[config.mk]
export PLATFORM = sky130hd
export DESIGN_NAME = crld_top
export DESIGN_NICKNAME = d
export VERILOG_FILES = /design/src/verilog/crld_pkg.sv /design/src/verilog/crld_core_if.sv /design/src/verilog/crld_decode.sv /design/src/verilog/crld_link.sv /design/src/verilog/crld_top.sv
export SDC_FILE = /design/constraint.sdc
export NUM_CORES = 1
export LEC_CHECK = 0
export BUFFER_PORTS_ARGS = -buffer_cell sky130_fd_sc_hd__buf_2
export CAP_MARGIN = 20
export CORE_MARGIN = 5
export CORE_UTILIZATION = 40
export DETAILED_ROUTE_END_ITERATION = 8
export MAX_ROUTING_LAYER = met4
export SLEW_MARGIN = 15
export SYNTH_ARGS = -nofsm -noshare
export SYNTH_HDL_FRONTEND = slang
export SYNTH_HIERARCHICAL = 1
export SYNTH_SLANG_ARGS = --single-unit
export TNS_END_PERCENT = 10
[constraint.sdc]
create_clock -name pclk -period 4.43 [get_ports pclk]
set_input_delay 0.886 -clock pclk [delete_from_list [all_inputs] [get_ports pclk]]
set_output_delay 0.886 -clock pclk [all_outputs]
set_load 0.01 [all_outputs]
[src/verilog/crld_pkg.sv]
// constants, types and register map of the command/response list engine
// assumes a 32-bit host memory port and an apb register port on one clock
package crld_pkg;

  // element layout: counts and indices in longwords, offsets in bytes
  localparam int          ELEM_WORDS     = 8;
  localparam int          W_CMD_LINK     = 0;
  localparam int          W_FUNC         = 3;
  localparam logic [31:0] WORD_BYTES     = 32'h0000_0004;
  localparam logic [31:0] RESP_LINK_OFS  = 32'h0000_0004;
  localparam logic [31:0] FUNC_OFS       = 32'h0000_000c;

  // function longword fields
  localparam int FN_CODE_HI  = 6;
  localparam int FN_CHAN_HI  = 15;
  localparam int FN_CHAN_LO  = 8;
  localparam int FN_KEEP_HI  = 23;
  localparam int FN_STAT_LO  = 24;

  // link fields
  localparam int LINK_VALID  = 31;
  localparam int CMD_VALID   = 0;
  localparam int ADDR_TOP_LO = 22;
  localparam int ADDR_LOW_HI = 3;

  localparam logic [7:0] CHAN_MAX = 8'h01;

  // command function codes
  localparam logic [6:0] CMD_DEV_PARAMS  = 7'h00;
  localparam logic [6:0] CMD_CHAN_PARAMS = 7'h01;
  localparam logic [6:0] CMD_INIT_CHAN   = 7'h10;
  localparam logic [6:0] CMD_UPD_CHAN    = 7'h11;
  localparam logic [6:0] CMD_RESET_CHAN  = 7'h13;
  localparam logic [6:0] CMD_TRANSMIT    = 7'h20;
  localparam logic [6:0] CMD_RECEIVE     = 7'h30;
  localparam logic [6:0] CMD_MODEM       = 7'h40;
  localparam logic [6:0] CMD_STAT_CHG    = 7'h50;
  localparam logic [6:0] CMD_MAINT       = 7'h7f;

  // completion status codes
  localparam logic [7:0] CST_UNRECOG  = 8'h03;
  localparam logic [7:0] CST_BAD_CHAN = 8'h04;

  // apb map (byte addresses)
  localparam logic [31:0] REG_CTRL      = 32'h0000_0000;
  localparam logic [31:0] REG_FLAG      = 32'h0000_0004;
  localparam logic [31:0] REG_MASK      = 32'h0000_0008;
  localparam logic [31:0] REG_BASE      = 32'h0000_000c;
  localparam logic [31:0] REG_CMD_LINK  = 32'h0000_0010;
  localparam logic [31:0] REG_RESP_TAIL = 32'h0000_0014;
  localparam logic [31:0] REG_LAST      = 32'h0000_0018;
  localparam logic [31:0] REG_STATE     = 32'h0000_001c;

  localparam int CTRL_EN         = 0;
  localparam int FLAG_COMMAND_AVAILABLE_FLAG  = 13;
  localparam int FLAG_RESPONSE_AVAILABLE_FLAG = 14;
  localparam int FLAG_ADDR_ERR   = 15;

  typedef enum logic [3:0] {
    OP_NONE, OP_DEV_PARAMS, OP_CHAN_PARAMS, OP_INIT_CHAN, OP_UPD_CHAN,
    OP_RESET_CHAN, OP_TRANSMIT, OP_RECEIVE, OP_MODEM, OP_STAT_CHG, OP_MAINT
  } crld_op_t;

  typedef enum logic [9:0] {
    ST_IDLE      = 10'h001,
    ST_FETCH     = 10'h002,
    ST_DECODE    = 10'h004,
    ST_WAIT_OP   = 10'h008,
    ST_WR_OWN    = 10'h010,
    ST_WR_FUNC   = 10'h020,
    ST_WR_TADDR  = 10'h040,
    ST_WR_TVALID = 10'h080,
    ST_NEXT      = 10'h100,
    ST_ABORT     = 10'h200
  } crld_state_t;

endpackage

[src/verilog/crld_core_if.sv]
// carrier between the list engine and its decoder and link calculator
// assumes all three sit on one clock; signals are purely combinational
`timescale 1ns/1ps
`default_nettype none
interface crld_core_if;
  import crld_pkg::*;
  logic [31:0] func_word;
  crld_op_t    op;
  logic        code_ok;
  logic        chan_ok;
  logic [31:0] base;
  logic [31:0] rel;
  logic [31:0] tail;
  logic [31:0] elem_addr;
  logic        elem_ok;
  logic [31:0] tail_addr;
  logic        tail_ok;
  logic [31:0] link_field;

  modport core (output func_word, base, rel, tail,
                input  op, code_ok, chan_ok, elem_addr, elem_ok,
                       tail_addr, tail_ok, link_field);
  modport dec  (input func_word, output op, code_ok, chan_ok);
  modport lnk  (input base, rel, tail,
                output elem_addr, elem_ok, tail_addr, tail_ok, link_field);
endinterface
`default_nettype wire

[src/verilog/crld_decode.sv]
// command code and channel decoder for the function longword
// assumes the function longword is stable while the engine decodes it
`timescale 1ns/1ps
`default_nettype none
module crld_decode (
  crld_core_if.dec dif
);
  import crld_pkg::*;

  always_comb begin
    dif.op      = OP_NONE;
    dif.code_ok = 1'b1;
    // bit 7 is left out of the case on purpose
    case (dif.func_word[FN_CODE_HI:0])
      CMD_DEV_PARAMS:  dif.op = OP_DEV_PARAMS;
      CMD_CHAN_PARAMS: dif.op = OP_CHAN_PARAMS;
      CMD_INIT_CHAN:   dif.op = OP_INIT_CHAN;
      CMD_UPD_CHAN:    dif.op = OP_UPD_CHAN;
      CMD_RESET_CHAN:  dif.op = OP_RESET_CHAN;
      CMD_TRANSMIT:    dif.op = OP_TRANSMIT;
      CMD_RECEIVE:     dif.op = OP_RECEIVE;
      CMD_MODEM:       dif.op = OP_MODEM;
      CMD_STAT_CHG:    dif.op = OP_STAT_CHG;
      CMD_MAINT:       dif.op = OP_MAINT;
      default:         dif.code_ok = 1'b0; // 12, 21, 31 land here
    endcase
    dif.chan_ok = dif.func_word[FN_CHAN_HI:FN_CHAN_LO] <= CHAN_MAX;
  end

endmodule // crld_decode
`default_nettype wire

[src/verilog/crld_link.sv]
// relative-to-bus address arithmetic for command and response links
// assumes base and links are held steady by the engine's registers
`timescale 1ns/1ps
`default_nettype none
module crld_link (
  crld_core_if.lnk lif
);
  import crld_pkg::*;

  // sum plus alignment check, bit 32 set when the sum is a legal address
  function automatic logic [32:0] rel_sum(input logic [31:0] b,
                                          input logic [31:0] r);
    logic [31:0] s;
    s = b + r;
    rel_sum = {(s[31:ADDR_TOP_LO] == '0) && (s[ADDR_LOW_HI:0] == '0), s};
  endfunction

  logic [32:0] esum;
  logic [32:0] tsum;

  always_comb begin
    esum = rel_sum(lif.base, {lif.rel[31:1], 1'b0});
    // rotate left one, bit 0 forced low, then add base
    tsum = rel_sum(lif.base, {lif.tail[30:0], 1'b0});
    lif.elem_addr  = esum[31:0];
    lif.elem_ok    = esum[32];
    lif.tail_addr  = tsum[31:0];
    lif.tail_ok    = tsum[32];
    lif.link_field = {1'b0, lif.rel[31:1]};
  end

endmodule // crld_link
`default_nettype wire

[src/verilog/crld_top.sv]
// command/response list engine: fetches elements from host memory,
// decodes them, hands them to channel logic and links the responses
// assumes a single-beat host memory port with a one-cycle ack pulse
//
// The APB register port and the register addresses were decided locally.
`timescale 1ns/1ps
`default_nettype none
//
// Contract
// - response link bits 30:0 hold relative address 31:1
// - link valid bit 31 set after address write
// - link done before response available flag 14
// - last response element link written all zeros
// - next address: rotate left, clear bit0, add base
// - sum bits 31:22 and 3:0 zero
// - function longword split into four bytes
// - decode 00,01,10,11,13; 12 reserved
// - code 20 transmit; 21 reserved
// - code 30 receive; 31 reserved
// - code 40 modem, 50 status change
// - code 7f enters maintenance mode
// - channel byte only 00 or 01
// - element fetched as eight longwords, aligned
module crld_top #(
  parameter int ELEM_WORDS = crld_pkg::ELEM_WORDS
) (
  input  wire logic        pclk,
  input  wire logic        presetn,
  input  wire logic        psel,
  input  wire logic        penable,
  input  wire logic        pwrite,
  input  wire logic [31:0] paddr,
  input  wire logic [31:0] pwdata,
  output logic      [31:0] prdata,
  output logic             pready,
  output logic             pslverr,
  output logic             mem_req,
  output logic             mem_we,
  output logic      [31:0] mem_addr,
  output logic      [31:0] mem_wdata,
  input  wire logic        mem_ack,
  input  wire logic [31:0] mem_rdata,
  output logic             op_start,
  output crld_pkg::crld_op_t op_code,
  output logic      [7:0]  op_channel,
  input  wire logic        op_done,
  input  wire logic [7:0]  op_status,
  output logic             irq
);
  import crld_pkg::*;

  localparam int IW = $clog2(ELEM_WORDS);

  crld_core_if cif ();

  crld_decode u_decode (
    .dif (cif)
  );

  crld_link u_link (
    .lif (cif)
  );

  // register group
  logic        en_ff, nxt_en;
  logic        command_available_flag_ff, nxt_command_available_flag;
  logic        response_available_flag_ff, nxt_response_available_flag;
  logic        err_ff, nxt_err;
  logic        mask_resp_ff, nxt_mask_resp;
  logic        mask_err_ff, nxt_mask_err;
  logic [31:0] base_ff, nxt_base;
  logic [31:0] prdata_ff, nxt_prdata;

  // engine group
  crld_state_t state_ff, nxt_state;
  logic [31:0] elem_ff [ELEM_WORDS];
  logic [31:0] nxt_elem [ELEM_WORDS];
  logic [IW-1:0] idx_ff, nxt_idx;
  logic [31:0] cmd_link_ff, nxt_cmd_link;
  logic [31:0] tail_ff, nxt_tail;
  logic [31:0] last_ff, nxt_last;
  logic [7:0]  status_ff, nxt_status;
  logic        mem_req_ff, nxt_mem_req;
  logic        mem_we_ff, nxt_mem_we;
  logic [31:0] mem_addr_ff, nxt_mem_addr;
  logic [31:0] mem_wdata_ff, nxt_mem_wdata;
  logic        op_start_ff, nxt_op_start;
  crld_op_t    op_code_ff, nxt_op_code;
  logic [7:0]  op_chan_ff, nxt_op_chan;

  // events from the engine to the flag register
  logic ev_resp;
  logic ev_err;
  logic ev_list_end;

  // apb decode
  logic wr_en;
  logic rd_setup;
  logic mapped;
  logic [31:0] rd_mux;

  assign wr_en    = psel && penable && pwrite;
  assign rd_setup = psel && !penable && !pwrite;

  always_comb begin
    mapped = 1'b1;
    rd_mux = '0;
    if (paddr == REG_CTRL) begin
      rd_mux[CTRL_EN] = en_ff;
    end else if (paddr == REG_FLAG) begin
      rd_mux[FLAG_COMMAND_AVAILABLE_FLAG]  = command_available_flag_ff;
      rd_mux[FLAG_RESPONSE_AVAILABLE_FLAG] = response_available_flag_ff;
      rd_mux[FLAG_ADDR_ERR]   = err_ff;
    end else if (paddr == REG_MASK) begin
      rd_mux[FLAG_RESPONSE_AVAILABLE_FLAG] = mask_resp_ff;
      rd_mux[FLAG_ADDR_ERR]   = mask_err_ff;
    end else if (paddr == REG_BASE) begin
      rd_mux = base_ff;
    end else if (paddr == REG_CMD_LINK) begin
      rd_mux = cmd_link_ff;
    end else if (paddr == REG_RESP_TAIL) begin
      rd_mux = tail_ff;
    end else if (paddr == REG_LAST) begin
      rd_mux = last_ff;
    end else if (paddr == REG_STATE) begin
      rd_mux[9:0] = state_ff;
    end else begin
      mapped = 1'b0;
    end
  end

  // zero wait states; unmapped addresses answer with an error
  assign pready  = 1'b1;
  assign pslverr = psel && penable && !mapped;
  assign prdata  = prdata_ff;

  always_comb begin
    nxt_en         = en_ff;
    nxt_mask_resp  = mask_resp_ff;
    nxt_mask_err   = mask_err_ff;
    nxt_base       = base_ff;
    nxt_prdata     = rd_setup ? rd_mux : prdata_ff;
    nxt_command_available_flag  = command_available_flag_ff;
    nxt_response_available_flag = response_available_flag_ff;
    nxt_err        = err_ff;
    if (wr_en && paddr == REG_CTRL) begin
      nxt_en = pwdata[CTRL_EN];
    end else if (wr_en && paddr == REG_MASK) begin
      nxt_mask_resp = pwdata[FLAG_RESPONSE_AVAILABLE_FLAG];
      nxt_mask_err  = pwdata[FLAG_ADDR_ERR];
    end else if (wr_en && paddr == REG_BASE) begin
      nxt_base = {pwdata[31:1], 1'b0};
    end
    if (wr_en && paddr == REG_FLAG) begin
      if (pwdata[FLAG_RESPONSE_AVAILABLE_FLAG]) nxt_response_available_flag = 1'b0;
      if (pwdata[FLAG_ADDR_ERR])   nxt_err = 1'b0;
    end
    if (ev_list_end) nxt_command_available_flag = 1'b0;
    // software kick wins over the engine's end-of-list clear
    if (wr_en && paddr == REG_FLAG && pwdata[FLAG_COMMAND_AVAILABLE_FLAG]) begin
      nxt_command_available_flag = 1'b1;
    end
    // hardware set wins over a same-cycle write-one clear
    if (ev_resp) nxt_response_available_flag = 1'b1;
    if (ev_err)  nxt_err = 1'b1;
  end

  always_ff @(posedge pclk or negedge presetn) begin
    if (!presetn) begin
      en_ff         <= 1'b0;
      mask_resp_ff  <= 1'b0;
      mask_err_ff   <= 1'b0;
      base_ff       <= '0;
      prdata_ff     <= '0;
      command_available_flag_ff  <= 1'b0;
      response_available_flag_ff <= 1'b0;
      err_ff        <= 1'b0;
    end else begin
      en_ff         <= nxt_en;
      mask_resp_ff  <= nxt_mask_resp;
      mask_err_ff   <= nxt_mask_err;
      base_ff       <= nxt_base;
      prdata_ff     <= nxt_prdata;
      command_available_flag_ff  <= nxt_command_available_flag;
      response_available_flag_ff <= nxt_response_available_flag;
      err_ff        <= nxt_err;
    end
  end

  assign irq = (response_available_flag_ff && mask_resp_ff) || (err_ff && mask_err_ff);

  // engine
  assign cif.func_word = elem_ff[W_FUNC];
  assign cif.base      = base_ff;
  assign cif.rel       = cmd_link_ff;
  assign cif.tail      = tail_ff;

  always_comb begin
    nxt_state     = state_ff;
    nxt_elem      = elem_ff;
    nxt_idx       = idx_ff;
    nxt_cmd_link  = cmd_link_ff;
    nxt_tail      = tail_ff;
    nxt_last      = last_ff;
    nxt_status    = status_ff;
    nxt_mem_req   = mem_req_ff;
    nxt_mem_we    = mem_we_ff;
    nxt_mem_addr  = mem_addr_ff;
    nxt_mem_wdata = mem_wdata_ff;
    nxt_op_start  = 1'b0;
    nxt_op_code   = op_code_ff;
    nxt_op_chan   = op_chan_ff;
    ev_resp       = 1'b0;
    ev_err        = 1'b0;
    ev_list_end   = 1'b0;
    // link registers are only software-writable while the engine rests
    if (state_ff == ST_IDLE && wr_en && paddr == REG_CMD_LINK) begin
      nxt_cmd_link = pwdata;
    end
    if (state_ff == ST_IDLE && wr_en && paddr == REG_RESP_TAIL) begin
      nxt_tail = pwdata;
    end
    case (state_ff)
      ST_IDLE: begin
        if (en_ff && command_available_flag_ff) begin
          if (cif.elem_ok) begin
            nxt_state    = ST_FETCH;
            nxt_idx      = '0;
            nxt_mem_req  = 1'b1;
            nxt_mem_we   = 1'b0;
            nxt_mem_addr = cif.elem_addr;
          end else begin
            nxt_state = ST_ABORT;
          end
        end
      end
      ST_FETCH: begin
        if (mem_ack) begin
          nxt_elem[idx_ff] = mem_rdata;
          if (idx_ff == IW'(ELEM_WORDS - 1)) begin
            nxt_mem_req = 1'b0;
            nxt_state   = ST_DECODE;
          end else begin
            nxt_idx      = idx_ff + 1'b1;
            nxt_mem_addr = mem_addr_ff + WORD_BYTES;
          end
        end
      end
      ST_DECODE: begin
        nxt_op_chan = cif.func_word[FN_CHAN_HI:FN_CHAN_LO];
        if (!cif.code_ok) begin
          nxt_status = CST_UNRECOG; // no channel work started
          nxt_state  = ST_WR_OWN;
        end else if (!cif.chan_ok) begin
          nxt_status = CST_BAD_CHAN;
          nxt_state  = ST_WR_OWN;
        end else begin
          nxt_op_start = 1'b1;
          nxt_op_code  = cif.op;
          nxt_state    = ST_WAIT_OP;
        end
        if (nxt_state == ST_WR_OWN) begin
          nxt_mem_req   = 1'b1;
          nxt_mem_we    = 1'b1;
          nxt_mem_addr  = cif.elem_addr + RESP_LINK_OFS;
          nxt_mem_wdata = '0;
        end
      end
      ST_WAIT_OP: begin
        if (op_done) begin
          nxt_status    = op_status;
          nxt_state     = ST_WR_OWN;
          nxt_mem_req   = 1'b1;
          nxt_mem_we    = 1'b1;
          nxt_mem_addr  = cif.elem_addr + RESP_LINK_OFS;
          nxt_mem_wdata = '0; // new element is the last response
        end
      end
      ST_WR_OWN: begin
        if (mem_ack) begin
          nxt_state     = ST_WR_FUNC;
          nxt_mem_addr  = cif.elem_addr + FUNC_OFS;
          nxt_mem_wdata = {status_ff, cif.func_word[FN_KEEP_HI:0]};
        end
      end
      ST_WR_FUNC: begin
        if (mem_ack) begin
          nxt_last = {status_ff, cif.func_word[FN_KEEP_HI:0]};
          if (!tail_ff[LINK_VALID]) begin
            nxt_mem_req = 1'b0;
            nxt_state   = ST_NEXT;
          end else if (cif.tail_ok) begin
            nxt_state     = ST_WR_TADDR;
            nxt_mem_addr  = cif.tail_addr + RESP_LINK_OFS;
            nxt_mem_wdata = cif.link_field;
          end else begin
            nxt_mem_req = 1'b0;
            nxt_state   = ST_ABORT;
          end
        end
      end
      ST_WR_TADDR: begin
        if (mem_ack) begin
          nxt_state = ST_WR_TVALID;
          // second write of the same word only adds the valid mark
          nxt_mem_wdata = cif.link_field;
          nxt_mem_wdata[LINK_VALID] = 1'b1;
        end
      end
      ST_WR_TVALID: begin
        if (mem_ack) begin
          nxt_mem_req = 1'b0;
          nxt_state   = ST_NEXT;
        end
      end
      ST_NEXT: begin
        // flag only after every link write has been acknowledged
        ev_resp  = 1'b1;
        nxt_tail = cif.link_field;
        nxt_tail[LINK_VALID] = 1'b1;
        if (elem_ff[W_CMD_LINK][CMD_VALID]) begin
          nxt_cmd_link = {elem_ff[W_CMD_LINK][31:1], 1'b0};
        end else begin
          // link bit 0 clear: list ends, wait for the next kick on the same element
          ev_list_end = 1'b1;
        end
        nxt_state = ST_IDLE;
      end
      ST_ABORT: begin
        ev_err      = 1'b1;
        ev_list_end = 1'b1;
        nxt_state   = ST_IDLE;
      end
      default: begin
        nxt_state   = ST_IDLE;
        nxt_mem_req = 1'b0;
      end
    endcase
  end

  always_ff @(posedge pclk or negedge presetn) begin
    if (!presetn) begin
      state_ff     <= ST_IDLE;
      for (int i = 0; i < ELEM_WORDS; i++) begin
        elem_ff[i] <= '0;
      end
      idx_ff       <= '0;
      cmd_link_ff  <= '0;
      tail_ff      <= '0;
      last_ff      <= '0;
      status_ff    <= '0;
      mem_req_ff   <= 1'b0;
      mem_we_ff    <= 1'b0;
      mem_addr_ff  <= '0;
      mem_wdata_ff <= '0;
      op_start_ff  <= 1'b0;
      op_code_ff   <= OP_NONE;
      op_chan_ff   <= '0;
    end else begin
      state_ff     <= nxt_state;
      elem_ff      <= nxt_elem;
      idx_ff       <= nxt_idx;
      cmd_link_ff  <= nxt_cmd_link;
      tail_ff      <= nxt_tail;
      last_ff      <= nxt_last;
      status_ff    <= nxt_status;
      mem_req_ff   <= nxt_mem_req;
      mem_we_ff    <= nxt_mem_we;
      mem_addr_ff  <= nxt_mem_addr;
      mem_wdata_ff <= nxt_mem_wdata;
      op_start_ff  <= nxt_op_start;
      op_code_ff   <= nxt_op_code;
      op_chan_ff   <= nxt_op_chan;
    end
  end

  assign mem_req    = mem_req_ff;
  assign mem_we     = mem_we_ff;
  assign mem_addr   = mem_addr_ff;
  assign mem_wdata  = mem_wdata_ff;
  assign op_start   = op_start_ff;
  assign op_code    = op_code_ff;
  assign op_channel = op_chan_ff;

endmodule // crld_top
`default_nettype wire

# Yosys cells after proc, flatten, opt, wreduce, memory -nomap -nowiden
# Cells that the tools add are included.
# op_classes
addsub	7
n_mul	0
n_div	0
n_lt_le_gt_ge	3
n_eq_ne	43
n_shift	0
n_mux	104
bitwise_logic	4
n_reduce_logical	56
# ops
operator	count
32-bit two-way mux	26
256-bit bitwise mux	1
32-bit case mux with 6 select lines	1
32-bit case mux with 5 select lines	1
10-bit two-way mux	14
32-bit by 5-bit equality test with 1-bit output, second input constant	4
32-bit by 3-bit adder with 32-bit output, second input constant	3
32-bit demux with 3-bit select	1
10-bit case mux with 8 select lines	1
32-bit adder	2
32-bit by 4-bit equality test with 1-bit output, second input constant	2
4-bit case mux with 10 select lines	1
1-bit two-way mux	36
32-bit by 4-bit adder with 32-bit output, second input constant	1
32-bit by 3-bit equality test with 1-bit output, second input constant	1
32-bit logical NOT	1
16-bit two-way mux	2
31-bit two-way mux	1
8-bit two-way mux	3
2-bit inequality test, second input constant	12
22-bit two-way mux	1
7-bit by 5-bit equality test with 1-bit output, second input constant	3
7-bit equality test, second input constant	3
10-bit by 5-bit equality test with 1-bit output, second input constant	2
other kinds (48)	94
# totals
regBits	521
latch_bits	0
ram_bits	0
mem_bits_ro	0
inputBits	111
output_inout_bits	114
elab_cells	246
memories	0

# Depth between registers and ports, before layout
# logic_depth
depth_word	11
ltp_mapped	19
depth_no_buf	17

# Hierarchy
# Netlist, hierarchy kept.
# by_module_without_submodules
module	n_inst	cells_each	area_each_um2	seq_area_each_um2
crld_top	1	1677	16633.5	8234.1
crld_link	1	512	3613.5	0.0
crld_decode	1	27	181.4	0.0

# Worst setup path after synthesis
# No wires, ideal clock.
# synth_path
path_kind	flip-flop to flip-flop
start	register base_ff[1]
end	register mem_addr_ff[30] (netlist: mem_addr[30])
arrival_ns	4.382
path_slack_ns	-0.081
stages_incl_launch_ff	19
path_buffers	1
synth_period_minus_slack_ns	4.511
path_cell_list	dfrtp_1 ha_1 fa_1 a21oi_1 o22ai_1 o31ai_4 o32ai_1 o41ai_1 nor3_1 or4_1 or4_1 nor4_2 nand2_1 a211oi_1 o21ai_1 a21o_1 buf_2 a221oi_1 o22ai_1
# synth_via
elab_cells_between_ends	23
classes_between	add/sub (5); eq/ne (2); mux (9); reduce/logical (7)
# synth_rtl
element	line_no	rtl
from (decl)	crld_top.sv:71	logic [31:0] base_ff, nxt_base;
from (signal assigned)	crld_top.sv:182	base_ff <= nxt_base;
32-bit adder	crld_link.sv:14	s = b + r;
net cif.tail_addr[31]	crld_core_if.sv:16	logic [31:0] tail_addr;
10-bit logical NOT	crld_link.sv:15	rel_sum = {(s[31:ADDR_TOP_LO] == '0) && (s[ADDR_LOW_HI:0] == '0), s};
1-bit logical AND	crld_link.sv:15	
net cif.tail_ok	crld_core_if.sv:17	logic tail_ok;
2-bit inequality test (no source line)	-	
11-bit AND reduction (no source line)	-	
to (signal assigned)	crld_top.sv:369	mem_addr_ff <= nxt_mem_addr;
to (decl)	crld_top.sv:85	logic [31:0] mem_addr_ff, nxt_mem_addr;
# The timed path passes the listed nets, and every way through them passes these cells. The select of a mux whose other input is x is not followed.
# A chain may end at the register's enable or synchronous reset.

# Worst setup path after layout
# layout_path
start	register tail_ff[0] (netlist: cif.tail[0])
end	register mem_addr_ff[16] (netlist: mem_addr[16])
# layout_via
elab_cells_between_ends	11
classes_between	add/sub (2); eq/ne (1); mux (4); reduce/logical (4)
# layout_rtl
element	line_no	rtl
from (decl)	crld_top.sv:80	logic [31:0] tail_ff, nxt_tail;
from (signal assigned)	crld_top.sv:364	tail_ff <= nxt_tail;
32-bit adder	crld_link.sv:14	
net cif.tail_addr[31]	crld_core_if.sv:16	
10-bit logical NOT	crld_link.sv:15	
1-bit logical AND	crld_link.sv:15	
net cif.tail_ok	crld_core_if.sv:17	
2-bit inequality test (no source line)	-	
11-bit AND reduction (no source line)	-	
# The timed path passes the listed nets, and every way through them passes these cells. The select of a mux whose other input is x is not followed.

==> flow_summary.toml <==
[placed_design]
gp_congestion = 0.9534
dp_hpwl_um = 55030
pre_cts_ws_ns = -0.6491
io_buffers = 223

[synthesis]
synth_cells = 2200
avgSynthCellArea_um2 = 9.154
synth_area_mm2 = 0.02014
ys_warn_count = 6

[sta]
slew_headroom = 0.3857
drv_slew = 0
setup_tns_ns = -16.30
finalCriticalPeriod_ns = 4.846
max_freq_mhz = 206.4
tightest_slew_ns = 0.9180
finalCritPeriodShare = 1.094
grt_setup_unrepaired = "true"
fin_skew_ns = 0.02495
setup_viol = 64
final-hold-violation-count = 0
fin_ws_ns = -0.4159

[setup_path]
path_buf_inv = 3
regToRegSetupSlack_ns = -0.42
cp_data_required_time_ns = 4.84
cp_common_cell = "buf_4"
cp-end-kind = "flip-flop"
critPathMaxStageDelay_ns = 0.51
cp_cell_sequence = "ha_2, fa_2, a21oi_2, o22ai_2, o31ai_4, o32ai_4, o41ai_2, nor3_2, or4_1, or4_4, nor4_4, buf_4, nand2_2, a211oi_2, o21ai_2, a21o_1, buf_12, buf_4, nand2_1, o221ai_2"
crit_slowest_cell = "or4_1"
critPathKind = "flip-flop to flip-flop"
cp_top_family = "compound AO/OA/AOI/OAI gates"
worstPathArrival_ns = 5.25
start_kind = "flip-flop"
path_max_fanout = 15

[drt]
wl_per_cell_um = 22.11
ant_nets = 0
drc = 0
wirelength_um = 72660
drt-vias-per-instance = 5.855
drtPass1Iterations = 6
drtIter0Drc = 1685
dr_total_vias = 19240

[power]
power.leakage_uw = 0.01183
cellPowerDensity_mw_per_mm2 = 250.7
power_uw = 6299
ir_drop_v = 0.0002117

[clocking]
clkSinkCount = 321
cts.path.max_buffers = 3
cts_tree = "done"
cts_buffers = 38
ctsHtreeMaxLevel = 2
clk_pin_slew_ns = 0.06
clkLatencyLatePin_ns = 0.56
cts_hold_buf = 0
ctsRootBufferMaster = "clkbuf_16"

[die]
rows = 82
start_util = 0.4030
dieArea_mm2 = 0.05493
io_pins = 225
die_w_um = 234.4
core_area_mm2 = 0.04997
fp.dieH_um = 234.4

[grt]
grt_max_degree = 94
grt_pass1_wl_um = 112000
grt_pass1_vias = 18850
grt_usage = 0.2680
grt_overflow = 0
antenna_found_initial = 2

[hold_path]
holdCritPathClass = "input port to asynchronous set/reset pin"

[layout]
fill_cells = 4724
nets = 2760
syn_to_final_growth_pct = 24.78
drive_gt1_frac = 0.2990

[job]
drv_cap = 0

[status]
outcome = "finished, violations left"
violations = "setup timing"
[layer usage]
metal	track usage	up-vias	routed length (µm)
li1	-	8890	-
met1	0.3926	9388	33450
met2	0.3823	846	31030
met3	0.04298	116	5851
met4	0.08137	0	2323
met5	-	-	0
[state kept, by name (all words and copies together), names as in the netlist, 8 cells and up]
signal	count
prdata	32
mem_addr	32
status_ff	8
base_ff	31
op_channel	8
elem_ff	32
cif.rel	32
last_ff	32
state_ff	10
mem_wdata	32
cif.func_word	24
cif.tail	32
[cell usage in the layout, fill, tap and decap left out, types with 29 or more instances in the layout]
master and n:
a21oi_1 127, nand2_1 289, xnor2_1 38, a21o_1 37, mux2_2 122, mux2i_1 44
buf_4 276, dfrtp_1 320, o221ai_1 29, o21ai_0 137, nor2_1 140, xor2_1 49
a22oi_1 37, nand4_1 78, a31oi_1 54, inv_1 53, buf_2 222, ha_1 63
nand3_1 34, clkbuf_16 39
[power by group]
part           switching [µW]  internal [µW]  total (µW)
logic                     128           53.7         182
registers          0.00000258           2930        2930
clock network            1310           1870        3180
[worst register-to-register path: cells and delay by family (launching register included)]
family | cells | cell delay [ns]
adders and majority gates | 2 | 0.56
and+or+nand+nor | 6 | 1.45
DFF | 1 | 0.39
AOI/OAI and AO/OA | 9 | 1.81
buffers and inverters | 3 | 0.48
[path summary, 6_finish.rpt]
| kind | start | end | cells after the start |
|---|---|---|---|
| setup reg to reg | cif.tail[0] | mem_addr[16] | 20 |
| min in group pclk | mem_wdata[3] | mem_wdata[3] | 2 |
| max in group asynchronous | presetn | mem_addr[17] | 2 |
| hold / removal | presetn | op_start | 1 |
| hold reg to reg | mem_wdata[3] | mem_wdata[3] | 2 |
| setup / recovery | cif.tail[0] | mem_addr[16] | 20 |
[final cells by class]
cell class	count	area (µm²)	share of cell area
clock inverter	20	220.2	0.008764
antenna	2	5.005	0.0001992
multi-input combinational	1656	11360	0.4521
clock buffer	49	1052	0.04188
timing repair buffer	511	3408	0.1356
sequential	321	8034	0.3197
inverter	55	206.4	0.008216
tap	672	840.8	0.03346
[timing repair]
item                                    in CTS  in global routing
resized for setup                           37                 25
cloned                                       1                  1
buffers inserted                            10                  4
pin swaps                                   10                  2
endpoints found under the setup margin      69                 69
[metrics by stage]
step,cell area (µm²),util,hold slack (ns),instances
CTS,24960,0.4995,0.3600,3279
floorplan,20160,-,0.4498,2203
global route,25130,0.5029,0.3503,3286
finish,25130,0.5029,0.2849,3286
detailed placement,23430,0.4688,0.4583,3199
global placement,23430,0.4688,0.4585,3199
No activity file was read; power rests on OpenSTA's default activity.
